File: src/wwdt_pkg.sv
// Shared constants and types for the windowed watchdog timer
package wwdt_pkg;

  // Register indices; byte address is four times the index
  localparam logic [7:0]  WWDT_CTRL_IDX    = 8'h3C;
  localparam logic [7:0]  WWDT_SVC_IDX     = 8'h3F;
  localparam logic [7:0]  WWDT_TEST_A_IDX  = 8'h40;
  localparam logic [7:0]  WWDT_TEST_B_IDX  = 8'h41;
  localparam logic [7:0]  WWDT_STATUS_IDX  = 8'h42;
  localparam logic [7:0]  WWDT_MASK_IDX    = 8'h43;
  localparam logic [7:0]  WWDT_CFG_IDX     = 8'h44;
  localparam logic [31:0] WWDT_CTRL_ADDR   = 32'h000000F0;
  localparam logic [31:0] WWDT_SVC_ADDR    = 32'h000000FC;
  localparam logic [31:0] WWDT_TEST_A_ADDR = 32'h00000100;
  localparam logic [31:0] WWDT_TEST_B_ADDR = 32'h00000104;
  localparam logic [31:0] WWDT_STATUS_ADDR = 32'h00000108;
  localparam logic [31:0] WWDT_MASK_ADDR   = 32'h0000010C;
  localparam logic [31:0] WWDT_CFG_ADDR    = 32'h00000110;

  // Control register field positions
  localparam int WWDT_WIN_BIT  = 7;
  localparam int WWDT_HALT_BIT = 6;
  localparam int WWDT_MASK_BIT = 5;
  localparam int WWDT_RATE_MSB = 2;

  // Status bit positions
  localparam int WWDT_EV_TIMEOUT = 0;
  localparam int WWDT_EV_BADVAL  = 1;
  localparam int WWDT_EV_EARLY   = 2;

  // Values after reset
  localparam logic [2:0] WWDT_RATE_RST = 3'h0;
  localparam logic       WWDT_WIN_RST  = 1'b0;
  localparam logic       WWDT_HALT_RST = 1'b0;
  localparam logic [7:0] WWDT_TEST_RST = 8'h00;
  localparam logic [2:0] WWDT_IRQ_RST  = 3'h0;
  localparam logic [23:0] WWDT_CNT_RST = 24'h000000;

  // Service sequence values and the longest rate code
  localparam logic [7:0] WWDT_SVC_FIRST  = 8'h55;
  localparam logic [7:0] WWDT_SVC_SECOND = 8'hAA;
  localparam logic [2:0] WWDT_RATE_MAX   = 3'h7;

  typedef enum logic [1:0] {
    WWDT_SVC_IDLE  = 2'b01,
    WWDT_SVC_ARMED = 2'b10
  } wwdt_svc_t;

  // Last count value of a timeout period for each rate code
  function automatic logic [23:0] wwdt_last(input logic [2:0] rate);
    logic [23:0] v;
    v = 24'h000000;
    case (rate)
      3'h1:    v = 24'h003FFF;
      3'h2:    v = 24'h00FFFF;
      3'h3:    v = 24'h03FFFF;
      3'h4:    v = 24'h0FFFFF;
      3'h5:    v = 24'h3FFFFF;
      3'h6:    v = 24'h7FFFFF;
      3'h7:    v = 24'hFFFFFF;
      default: v = 24'h000000;
    endcase
    return v;
  endfunction

endpackage

File: src/wwdt_edge.sv
// Two-stage synchroniser and rising-edge detector for a watchdog clock pin
`timescale 1ns/1ps
module wwdt_edge (
  input  wire logic ref_clk_i,
  input  wire logic rst_b_i,
  input  wire logic pin_i,
  output logic      tick_o
);
  import wwdt_pkg::*;

  typedef struct packed {
    logic s1;
    logic s2;
    logic s3;
  } wwdt_edge_t;

  wwdt_edge_t st_q;
  wwdt_edge_t st_d;

  always_comb begin
    st_d    = st_q;
    st_d.s1 = pin_i;
    st_d.s2 = st_q.s1;
    st_d.s3 = st_q.s2;
  end

  always_ff @(posedge ref_clk_i or negedge rst_b_i) begin
    if (!rst_b_i) begin
      st_q <= '0;
    end else begin
      st_q <= st_d;
    end
  end

  // Only the second and third stages feed the edge detector
  assign tick_o = st_q.s2 & ~st_q.s3;
endmodule

File: src/wwdt_count.sv
// Watchdog period counter with window and expiry detection
`timescale 1ns/1ps
module wwdt_count (
  input  wire logic        ref_clk_i,
  input  wire logic        rst_b_i,
  input  wire logic        tick_i,
  input  wire logic        run_i,
  input  wire logic        restart_i,
  input  wire logic [23:0] last_i,
  output logic      [23:0] cnt_o,
  output logic             win_open_o,
  output logic             expire_o
);
  import wwdt_pkg::*;

  typedef struct packed {
    logic [23:0] cnt;
  } wwdt_count_t;

  wwdt_count_t st_q;
  wwdt_count_t st_d;
  logic        at_last;

  assign at_last = (st_q.cnt >= last_i);

  always_comb begin
    st_d = st_q;
    if (restart_i) begin
      st_d.cnt = WWDT_CNT_RST;
    end else if (run_i && tick_i) begin
      st_d.cnt = at_last ? WWDT_CNT_RST : st_q.cnt + 24'h000001;
    end
  end

  always_ff @(posedge ref_clk_i or negedge rst_b_i) begin
    if (!rst_b_i) begin
      st_q <= '0;
    end else begin
      st_q <= st_d;
    end
  end

  assign cnt_o      = st_q.cnt;
  // Final quarter starts at three quarters of the period
  assign win_open_o = (st_q.cnt >= (last_i - (last_i >> 2)));
  // Restart priority is applied by the parent, keeping the expiry free of a loop
  assign expire_o   = run_i && tick_i && at_last;
endmodule

File: src/wwdt_top.sv
// Windowed watchdog timer with AHB-Lite register slave
//
// The AHB-Lite register port was decided locally.
`timescale 1ns/1ps
// Function
// - Window mode: service writes before final quarter of period cause reset.
// - Restart only when second value follows first; repeated first values tolerated.
// - Halt bit set freezes watchdog and real-time interrupt counters in debug.
// - Mask bit set keeps window and rate fields and write-once unused.
// - Nonzero rate write enables counter and starts a new period.
// - Counter reaching timeout before a valid service requests system reset.
// - Debug, halt clear, special mode: longest period, normal servicing.
// - Rate 000 disables; 001..111 give 2^14,16,18,20,22,23,24 cycles.
// - Counter counts watchdog clock, internal RC or oscillator by select bit.
// - Rate 000: service writes ignored; service register reads zero.
// - Enabled: service value other than the two sequence values requests reset.
// - Factory test registers readable always, writable only in special mode.
// - Normal mode: one effective field write; 000 or window 0 still consume it.
module wwdt_top (
  input  wire logic        ref_clk_i,
  input  wire logic        rst_b_i,
  input  wire logic        hsel_i,
  input  wire logic [31:0] haddr_i,
  input  wire logic [1:0]  htrans_i,
  input  wire logic        hwrite_i,
  input  wire logic [2:0]  hsize_i,
  input  wire logic [31:0] hwdata_i,
  input  wire logic        hready_i,
  output logic      [31:0] hrdata_o,
  output logic             hreadyout_o,
  output logic             hresp_o,
  input  wire logic        internal_rc_clock_i,
  input  wire logic        oscillator_clock_i,
  input  wire logic        debug_active_i,
  input  wire logic        special_mode_i,
  output logic             sys_reset_req_o,
  output logic             rti_freeze_o,
  output logic             irq_o
);
  import wwdt_pkg::*;

  typedef struct packed {
    logic [2:0]  rate;
    logic        window;
    logic        halt;
    logic        once;
    logic        clk_sel;
    logic [7:0]  test_a;
    logic [7:0]  test_b;
    logic [2:0]  irq_st;
    logic [2:0]  irq_mask;
    wwdt_svc_t   svc;
    logic        rst_req;
    logic        wr_pend;
    logic [7:0]  wr_idx;
    logic [31:0] rdata;
  } wwdt_state_t;

  wwdt_state_t st_q;
  wwdt_state_t st_d;

  logic        rc_tick;
  logic        osc_tick;
  logic        tick;
  logic        enabled;
  logic        freeze;
  logic        override;
  logic [2:0]  eff_rate;
  logic        eff_window;
  logic [23:0] last;
  logic [23:0] cnt;
  logic        win_open;
  logic        expire;
  logic        restart;
  logic        addr_phase;
  logic [7:0]  addr_idx;
  logic [7:0]  wbyte;
  logic        ctrl_wr;
  logic        svc_wr;
  logic [2:0]  events;

  wwdt_edge u_rc_edge (
    .ref_clk_i (ref_clk_i),
    .rst_b_i   (rst_b_i),
    .pin_i     (internal_rc_clock_i),
    .tick_o    (rc_tick)
  );

  wwdt_edge u_osc_edge (
    .ref_clk_i (ref_clk_i),
    .rst_b_i   (rst_b_i),
    .pin_i     (oscillator_clock_i),
    .tick_o    (osc_tick)
  );

  assign tick       = st_q.clk_sel ? osc_tick : rc_tick;
  assign enabled    = (st_q.rate != 3'h0);
  assign freeze     = st_q.halt && debug_active_i;
  assign override   = enabled && debug_active_i && !st_q.halt && special_mode_i;
  assign eff_rate   = override ? WWDT_RATE_MAX : st_q.rate;
  assign eff_window = override ? 1'b0 : st_q.window;
  assign last       = wwdt_last(eff_rate);

  assign addr_phase = hsel_i && htrans_i[1] && hready_i;
  assign addr_idx   = haddr_i[9:2];
  assign wbyte      = hwdata_i[7:0];
  assign ctrl_wr    = st_q.wr_pend && (st_q.wr_idx == WWDT_CTRL_IDX);
  assign svc_wr     = st_q.wr_pend && (st_q.wr_idx == WWDT_SVC_IDX);

  wwdt_count u_count (
    .ref_clk_i  (ref_clk_i),
    .rst_b_i    (rst_b_i),
    .tick_i     (tick),
    .run_i      (enabled && !freeze),
    .restart_i  (restart),
    .last_i     (last),
    .cnt_o      (cnt),
    .win_open_o (win_open),
    .expire_o   (expire)
  );

  always_comb begin
    st_d    = st_q;
    restart = 1'b0;
    events  = 3'h0;
    st_d.wr_pend = 1'b0;
    if (addr_phase) begin
      st_d.wr_pend = hwrite_i;
      st_d.wr_idx  = addr_idx;
      case (addr_idx)
        WWDT_CTRL_IDX:   st_d.rdata = {24'h000000, st_q.window, st_q.halt, 3'h0, st_q.rate};
        WWDT_SVC_IDX:    st_d.rdata = 32'h00000000;
        WWDT_TEST_A_IDX: st_d.rdata = {24'h000000, st_q.test_a};
        WWDT_TEST_B_IDX: st_d.rdata = {24'h000000, st_q.test_b};
        WWDT_STATUS_IDX: st_d.rdata = {29'h00000000, st_q.irq_st};
        WWDT_MASK_IDX:   st_d.rdata = {29'h00000000, st_q.irq_mask};
        WWDT_CFG_IDX:    st_d.rdata = {31'h00000000, st_q.clk_sel};
        default:         st_d.rdata = 32'h00000000;
      endcase
    end
    if (ctrl_wr) begin
      if (special_mode_i) begin
        st_d.halt = wbyte[WWDT_HALT_BIT];
        restart   = 1'b1;
        if (!wbyte[WWDT_MASK_BIT]) begin
          st_d.window = wbyte[WWDT_WIN_BIT];
          st_d.rate   = wbyte[WWDT_RATE_MSB:0];
        end
      end else begin
        // Normal mode may only raise the halt bit
        if (wbyte[WWDT_HALT_BIT] && !st_q.halt) begin
          st_d.halt = 1'b1;
          restart   = 1'b1;
        end
        if (!wbyte[WWDT_MASK_BIT] && !st_q.once) begin
          st_d.once = 1'b1;
          if (wbyte[WWDT_WIN_BIT]) begin
            st_d.window = 1'b1;
            restart     = 1'b1;
          end
          if (wbyte[WWDT_RATE_MSB:0] != 3'h0) begin
            st_d.rate = wbyte[WWDT_RATE_MSB:0];
            restart   = 1'b1;
          end
        end
      end
    end
    if (st_q.wr_pend && special_mode_i) begin
      if (st_q.wr_idx == WWDT_TEST_A_IDX) begin
        st_d.test_a = wbyte;
      end
      if (st_q.wr_idx == WWDT_TEST_B_IDX) begin
        st_d.test_b = wbyte;
      end
    end
    if (st_q.wr_pend && (st_q.wr_idx == WWDT_MASK_IDX)) begin
      st_d.irq_mask = hwdata_i[2:0];
    end
    if (st_q.wr_pend && (st_q.wr_idx == WWDT_CFG_IDX)) begin
      st_d.clk_sel = hwdata_i[0];
      // A source change would leave a partial period of the other clock
      restart = restart || (hwdata_i[0] != st_q.clk_sel);
    end
    if (svc_wr && enabled) begin
      if (wbyte != WWDT_SVC_FIRST && wbyte != WWDT_SVC_SECOND) begin
        events[WWDT_EV_BADVAL] = 1'b1;
      end else if (eff_window && !win_open) begin
        events[WWDT_EV_EARLY] = 1'b1;
      end else if (wbyte == WWDT_SVC_FIRST) begin
        st_d.svc = WWDT_SVC_ARMED;
      end else begin
        case (st_q.svc)
          WWDT_SVC_ARMED: begin
            restart  = 1'b1;
            st_d.svc = WWDT_SVC_IDLE;
          end
          WWDT_SVC_IDLE: st_d.svc = WWDT_SVC_IDLE;
          default:       st_d.svc = WWDT_SVC_IDLE;
        endcase
      end
    end
    if (restart && !svc_wr) begin
      st_d.svc = WWDT_SVC_IDLE;
    end
    // Expiry means software missed the period
    // A restart in the same cycle as expiry wins
    events[WWDT_EV_TIMEOUT] = expire && enabled && !restart;
    if (events != 3'h0) begin
      st_d.rst_req = 1'b1;
    end
    // Set wins over a write-one clear in the same cycle
    if (st_q.wr_pend && (st_q.wr_idx == WWDT_STATUS_IDX)) begin
      st_d.irq_st = (st_q.irq_st & ~hwdata_i[2:0]) | events;
    end else begin
      st_d.irq_st = st_q.irq_st | events;
    end
  end

  always_ff @(posedge ref_clk_i or negedge rst_b_i) begin
    if (!rst_b_i) begin
      st_q          <= '0;
      st_q.rate     <= WWDT_RATE_RST;
      st_q.window   <= WWDT_WIN_RST;
      st_q.halt     <= WWDT_HALT_RST;
      st_q.test_a   <= WWDT_TEST_RST;
      st_q.test_b   <= WWDT_TEST_RST;
      st_q.irq_st   <= WWDT_IRQ_RST;
      st_q.irq_mask <= WWDT_IRQ_RST;
      st_q.svc      <= WWDT_SVC_IDLE;
    end else begin
      st_q <= st_d;
    end
  end

  assign hrdata_o        = st_q.rdata;
  assign hreadyout_o     = 1'b1;
  assign hresp_o         = 1'b0;
  assign sys_reset_req_o = st_q.rst_req;
  assign rti_freeze_o    = freeze;
  assign irq_o           = |(st_q.irq_st & st_q.irq_mask);

  svc_read_zero_a: assert property (
    @(posedge ref_clk_i) disable iff (!rst_b_i)
    addr_phase && !hwrite_i && addr_idx == WWDT_SVC_IDX |=> hrdata_o == 32'h00000000)
    else $error("service register read not zero");

  reset_sticky_a: assert property (
    @(posedge ref_clk_i) disable iff (!rst_b_i)
    sys_reset_req_o |=> sys_reset_req_o [*3])
    else $error("reset request dropped");

  expire_reset_a: assert property (
    @(posedge ref_clk_i) disable iff (!rst_b_i)
    expire && enabled && !restart |=> sys_reset_req_o && st_q.irq_st[WWDT_EV_TIMEOUT])
    else $error("timeout without reset request");

  bad_value_a: assert property (
    @(posedge ref_clk_i) disable iff (!rst_b_i)
    svc_wr && enabled && wbyte != WWDT_SVC_FIRST && wbyte != WWDT_SVC_SECOND |=> sys_reset_req_o)
    else $error("bad service value ignored");

  disabled_ignore_a: assert property (
    @(posedge ref_clk_i) disable iff (!rst_b_i)
    svc_wr && !enabled && !sys_reset_req_o && !expire |=> !sys_reset_req_o && $stable(st_q.svc))
    else $error("service write acted while disabled");

  freeze_hold_a: assert property (
    @(posedge ref_clk_i) disable iff (!rst_b_i)
    freeze && !restart |=> cnt == $past(cnt))
    else $error("counter moved while halted in debug");

  early_window_a: assert property (
    @(posedge ref_clk_i) disable iff (!rst_b_i)
    svc_wr && enabled && eff_window && !win_open |=> sys_reset_req_o)
    else $error("early window service not punished");

  mask_keep_a: assert property (
    @(posedge ref_clk_i) disable iff (!rst_b_i)
    ctrl_wr && wbyte[WWDT_MASK_BIT] |=> $stable(st_q.rate) && $stable(st_q.window) && $stable(st_q.once))
    else $error("masked write changed fields");

  once_lock_a: assert property (
    @(posedge ref_clk_i) disable iff (!rst_b_i)
    ctrl_wr && st_q.once && !special_mode_i |=> $stable(st_q.rate) && $stable(st_q.window))
    else $error("second normal mode field write took effect");

  test_lock_a: assert property (
    @(posedge ref_clk_i) disable iff (!rst_b_i)
    st_q.wr_pend && !special_mode_i |=> $stable(st_q.test_a) && $stable(st_q.test_b))
    else $error("test register written in normal mode");

  rate_start_a: assert property (
    @(posedge ref_clk_i) disable iff (!rst_b_i)
    ctrl_wr && !special_mode_i && !st_q.once && !wbyte[WWDT_MASK_BIT] && wbyte[2:0] != 3'h0
    |=> cnt == 24'h000000 && enabled)
    else $error("nonzero rate write did not start period");

  service_restart_a: assert property (
    @(posedge ref_clk_i) disable iff (!rst_b_i)
    svc_wr && enabled && wbyte == WWDT_SVC_SECOND && st_q.svc == WWDT_SVC_ARMED && !(eff_window && !win_open)
    |=> cnt == 24'h000000)
    else $error("armed service did not restart period");

  override_rate_a: assert property (
    @(posedge ref_clk_i) disable iff (!rst_b_i)
    override |-> last == 24'hFFFFFF && !eff_window)
    else $error("debug override not at longest period");
endmodule

File: config.mk
export PLATFORM = sky130hd
export DESIGN_NAME = wwdt_top
export DESIGN_NICKNAME = d
export VERILOG_FILES = /design/src/wwdt_pkg.sv /design/src/wwdt_edge.sv /design/src/wwdt_count.sv /design/src/wwdt_top.sv
export SDC_FILE = /design/constraint.sdc
export NUM_CORES = 1
export LEC_CHECK = 0
export BUFFER_PORTS_ARGS = -buffer_cell sky130_fd_sc_hd__buf_4
export CORE_AREA = 2 2 141 88
export DETAILED_ROUTE_END_ITERATION = 8
export DIE_AREA = 0 0 143 90
export PLACE_DENSITY = 0.78
export SYNTH_ARGS = -nofsm -noshare
export SYNTH_HDL_FRONTEND = slang
export SYNTH_SLANG_ARGS = --single-unit
File: constraint.sdc
create_clock -name ref_clk_i -period 8.1 [get_ports ref_clk_i]
set_clock_uncertainty 0.15 [all_clocks]
set_input_delay 0.405 -clock ref_clk_i [delete_from_list [all_inputs] [get_ports ref_clk_i]]
set_output_delay 0.405 -clock ref_clk_i [all_outputs]
set_load 0.01 [all_outputs]
# After elaboration in Yosys (flattened, before gate mapping)
# Index checks and enable logic that the tools add are counted.
[word_totals]
ff_bits = 103
out_inout_bits = 37
[op_classes]
n_bitwise = 10
n_mux = 37
n_eq_ne = 28
n_addsub = 2
n_reduce_logical = 48
order_cmp = 2
[ops]
columns = ["operator", "count"]
rows = [
  ["$pmux 24 s7", 1],
  ["$eq 8x7->1 const B", 11],
  ["$mux 24", 3],
  ["$ge 24x24->1", 2],
  ["$pmux 8 s6", 1],
  ["$mux 41", 1],
  ["$add 24x1->24 const B", 1],
  ["$eq 8x6->1 const B", 3],
  ["$sub 24x22->24", 1],
  ["$logic_and 1x1->1", 23],
  ["$mux 1", 19],
  ["$eq 3x3->1 const B", 4],
  ["$mux 2", 6],
  ["$reduce_bool 2->1", 6],
  ["$mux 3", 3],
  ["$reduce_bool 3->1", 3],
  ["$mux 4", 2],
  ["$ne 8x7->1 const B", 1],
  ["$ne 8x8->1 const B", 1],
  ["$reduce_and 4->1", 2],
  ["$logic_not 1->1", 7],
  ["$and 3x3->3", 2],
  ["$eq 3x2->1 const B", 2],
  ["$or 3x3->3", 2],
  ["13 further kinds", 20],
]

# Longest topological paths before layout
[logic_depth]
word_depth = 19
mapped_depth = 24
depth_no_buf = 21

# Hierarchy
# From an unflattened synthesis, not the netlist that was laid out.
[unflattened]
cells_unflattened = 706
area_unflattened_um2 = 6543.8
[by_module_without_submodules]
columns = ["mod", "area_each_um2", "cells_each", "n_inst", "seq_area_each_um2"]
rows = [
  ["wwdt_count", 3617.2, 453, 1, 600.6],
  ["wwdt_top", 2748.9, 245, 1, 1227.4],
  ["wwdt_edge", 88.8, 4, 2, 75.1],
]

# Worst setup path before layout
# No wires, ideal clock.
[synth_path]
path_type = "reg-to-reg"
from = "register st_q[70] in the netlist's numbering"
to = "register u_count.st_q, in the netlist u_count.cnt_o[13]"
setup_time_ps = 78
required_ps = 7872
path_stages_with_launch = 25
setup_slack_ps = 2941
path_buffers = 3
arrival_time_ps = 4930
path_cell_list = "dfrtp_1 buf_4 nor2_1 nand2_2 inv_2 nor3_1 clkbuf_1 nor2_1 inv_1 nor2_1 inv_1 ha_1 a311o_1 a21oi_1 nor2_1 a21oi_1 ha_1 a21oi_1 a21boi_0 a2111oi_0 nand2_1 a21oi_1 o21ai_0 clkbuf_1 a21oi_1"
[synth_between]
elab_chain_len = 15
word_cells_on_any_way = 29
[synth_lines]
columns = ["item", "line_no", "text"]
rows = [
  ["from (decl)", "wwdt_top.sv:59", "wwdt_state_t st_q;"],
  ["from (signal assigned)", "wwdt_top.sv:231", "st_q <= st_d;"],
  ["$reduce_bool 3->1", "wwdt_top.sv:97", "assign enabled = (st_q.rate != 3'h0);"],
  ["$logic_and 1x1->1 (3 in series)", "wwdt_top.sv:99", "assign override = enabled && debug_active_i && !st_q.halt && special_mode_i;"],
  ["$mux 3", "wwdt_top.sv:100", "assign eff_rate = override ? WWDT_RATE_MAX : st_q.rate;"],
  ["$eq 3x3->1 (tied with other cells)", "wwdt_pkg.sv:53", "case (rate)"],
  ["$pmux 24 s7", "wwdt_pkg.sv:53", ""],
  ["$sub 24x22->24", "wwdt_count.sv:45", "assign win_open_o = (st_q.cnt >= (last_i - (last_i >> 2)));"],
  ["$ge 24x24->1", "wwdt_count.sv:45", ""],
  ["$logic_not 1->1", "wwdt_top.sv:187", "end else if (eff_window && !win_open) begin"],
  ["$logic_and 1x1->1", "wwdt_top.sv:187", ""],
  ["$mux 1", "wwdt_top.sv:187", ""],
  ["$mux 1", "wwdt_top.sv:185", "if (wbyte != WWDT_SVC_FIRST && wbyte != WWDT_SVC_SECOND) begin"],
  ["$mux 1", "wwdt_top.sv:184", "if (svc_wr && enabled) begin"],
  ["$mux 24 or $reduce_bool 2->1 (tied branches)", "n/a", ""],
  ["to (signal assigned)", "wwdt_count.sv:39", "st_q <= st_d;"],
  ["to (decl)", "wwdt_count.sv:20", "wwdt_count_t st_q;"],
]
# Parallel ways exist; a longest one is shown, timed or not. The select of a mux whose other input is x is not followed.
# A chain may end at the register's enable or synchronous reset.

# Final worst setup path
[layout_path]
from = "register st_q[70] in the netlist's numbering"
to = "register u_count.st_q, in the netlist u_count.cnt_o[21]"
# The elaborated chain is that of the path after synthesis.

==> impl_metrics.json <==
{
  "seqPwrFrac_pct": 42.4,
  "syn_area_per_cell_um2": 9.45,
  "cts_resized": 0,
  "cp.arrival_ps": 6630,
  "fin_cells": 733,
  "reg2reg_depth": 23,
  "antenna_cells": 0,
  "tns_ps": 0,
  "gp_congestion": 0.912,
  "rows": 31,
  "ant_nets": 0,
  "fmax_mhz": 153,
  "fin_nets": 681,
  "first_pass_iters": 5,
  "fp.dieArea_mm2": 0.0129,
  "tightest_slew_ps": 1110,
  "hold_slack_ps": 19.5,
  "clockBufferDepth": 2,
  "crit_type": "reg2reg",
  "drt_wl_total_um": 12500,
  "p_leak_nw": 2.54,
  "pre_cts_slack_ps": 1730,
  "grt_overflow_total": 0,
  "synth_flop_cell": "dfrtp_1",
  "setup_viol": 0,
  "post-route-util_pct": 48.9,
  "post-dp-hpwl_um": 9180,
  "placed_cells": 717,
  "status": "completed",
  "crit_chain": "nor2_1 -> nand2_2 -> inv_2 -> nor3_1 -> buf_4 -> nor2_1 -> inv_1 -> nor2_1 -> inv_1 -> ha_1 -> a311o_1 -> a21oi_1 -> nor2_1 -> a21oi_1 -> ha_1 -> a21oi_1 -> a21boi_0 -> a2111oi_0 -> nand2_1 -> a21oi_1 -> o21ai_0 -> buf_4 -> a21oi_1",
  "synth_edf_count": 0,
  "numCtsBuffers": 9,
  "swShare_pct": 28.3,
  "post-route-min-period_ps": 6520,
  "hp-class": "in2reg",
  "power_density_mw_per_mm2": 191,
  "async_reset_ff_share_pct": 100,
  "ys_ff_latch": 79,
  "max-slew-margin-rel_pct": 25.3,
  "critPathMostFrequentCell": "a21oi_1",
  "synth_cell_types": 69,
  "ys_seq_area_share_pct": 38.5,
  "area_growth_pct": 11.1,
  "vias": 4228,
  "r2r_start": "st_q[70]",
  "clkPwrFrac_pct": 40.7,
  "fin_crit_sh_pct": 80.6,
  "synth_largest_area_cell": "dfrtp_1",
  "critPathLaunchType": "flip-flop",
  "design_area_mm2": 0.00571,
  "post-route-drc-count": 0,
  "cts.htree.levels": 3,
  "cts_hold_buffers": 0,
  "synth_area_leaders": "dfrtp_1 38%, ha_1 9.7%, mux2_2 7.7%",
  "clock_latency_ps": 340,
  "die_y_um": 90,
  "ioPinCount": 115,
  "drv_cap": 0,
  "crit_fanout": 18,
  "grt_pass1_vias": 4006,
  "drv_slew": 0,
  "intPower_mw": 0.783,
  "cts_tree": "done",
  "grt_pass1_wl_um": 20500,
  "grt_max_degree": 80,
  "hold_viol_final": 0,
  "antenna_found_initial": 0,
  "netlist_area_mm2": 0.00514,
  "whs_path_depth": 1,
  "timing.final.ws_setup_ps": 1580,
  "slowest_delay_ps": 660,
  "p_sw_mw": 0.309,
  "postCtsSetupBuffers": 0,
  "grtUsageTotal_pct": 20.2,
  "cts_sinks": 79,
  "synth_top_area_share_pct": 38.0,
  "io_buffers": 36,
  "combPwrFrac_pct": 17.0,
  "synth_common_cells": "78 x dfrtp_1, 51 x nand2_1, 40 x ha_1",
  "ir_drop_v": 0.000130,
  "synth_most_common_cell": "dfrtp_1",
  "worstPathRequired_ps": 8210,
  "hp-start": "internal_rc_clock_i",
  "postSynthCellCount": 544,
  "critical_path.startpoint": "st_q[70]",
  "avgViaCountPerCell": 5.77,
  "core_mm2": 0.0117,
  "fillers": 1056,
  "power_mw": 1.09,
  "cp_slowest_cell": "a21oi_1",
  "yosys_warnings": 0,
  "clockRootBuffer": "clkbuf_16",
  "drt-initial-drc-count": 385,
  "drive_gt1_share_pct": 17.8,
  "place_area_mm2": 0.00539,
  "route.detailed.wl_per_inst_um": 17.1,
  "endpoint_kind": "flip-flop",
  "initial_core_util_pct": 44.0,
  "rsz0062_at_grt": "no",
  "clkTransAtPathRegs_ps": 60,
  "die_width_um": 143
}
[layer usage]
| layer | GRT usage [%] | wire, µm | up-vias | part of all wire [%] |
|---|---|---|---|---|
| met4 | 4.62 | 106 | 0 | 0.85 |
| met5 | 0 | 0 | - | 0 |
| met3 | 6.71 | 933 | 12 | 7.4 |
| met2 | 28.3 | 5280 | 151 | 42 |
| met1 | 30.1 | 6220 | 2074 | 50 |
| li1 | - | - | 1991 | - |
[worst max-delay path: cells and delay by family (launching register included)]
family	cells	cell delay, ps
flops	1	580
simple gates	7	1500
compound gates	9	2530
buf+inv	5	1000
fa+ha+maj	2	670
[registers in the layout (all words and copies together), names as in the netlist]
| register | count |
|---|---|
| u_rc_edge.st_q | 1 |
| u_osc_edge.st_d | 2 |
| u_count.cnt_o | 24 |
| st_q | 40 |
| sys_reset_req_o | 1 |
| u_osc_edge.st_q | 1 |
| u_rc_edge.st_d | 2 |
| hrdata_o | 8 |
[power by group through the flow]
stage / Clock [mW] / Sequential, mW / Combinational (mW)
2_1_floorplan: 0 / 0.453 / 0.144
3_3_place_gp: 0 / 0.465 / 0.174
3_5_place_dp: 0 / 0.468 / 0.182
4_1_cts: 0.453 / 0.461 / 0.184
5_1_grt: 0.470 / 0.467 / 0.209
6_report: 0.444 / 0.462 / 0.185
[cells in the final DEF, fill, tap and decap left out, types with 6 or more instances in the layout]
master     netlist  routed
a21oi_1         34      34
buf_4           35      38
clkbuf_16        0       9
conb_1           2      26
dfrtp_1         78      78
ha_1            40      40
inv_1           21      21
mux2_2          35      35
nand2_1         51      51
nand2b_1         7       7
nand3_1         15      15
nand4_1         11      11
nor2_1          31      31
nor3_1          12      12
o2111ai_1        6       6
o21ai_0         35      35
or3_1           17      17
[final cells by class]
class | count | area, µm² | share of cell area (%)
inverter | 22 | 82.6 | 1.45
multi-input combinational | 413 | 2830 | 49.6
clock inverter | 5 | 81.3 | 1.42
tap | 165 | 206 | 3.62
sequential | 79 | 1980 | 34.6
clock buffer | 11 | 243 | 4.25
timing repair buffer | 38 | 285 | 5.00
[worst paths after layout]
check	end	slack, ps
max	u_count.cnt_o[21]	1580
min	u_rc_edge.st_d[1]	20
max reg2reg	u_count.cnt_o[21]	1580
min reg2reg	u_osc_edge.st_d[0]	200
max in group asynchronous	u_count.cnt_o[18]	7050
min in group asynchronous	st_q[33]	90
[logic make-up after synthesis]
kind of cell    share of synthesized area [%]
mux                                      7.86
buf+inv                                  8.28
other cells                             0.146
compound gates                           16.6
flops                                    38.5
fa+ha+maj                                9.74
simple gates                             18.0
xor+xnor                                0.852
(Power assumes the default switching activity.)
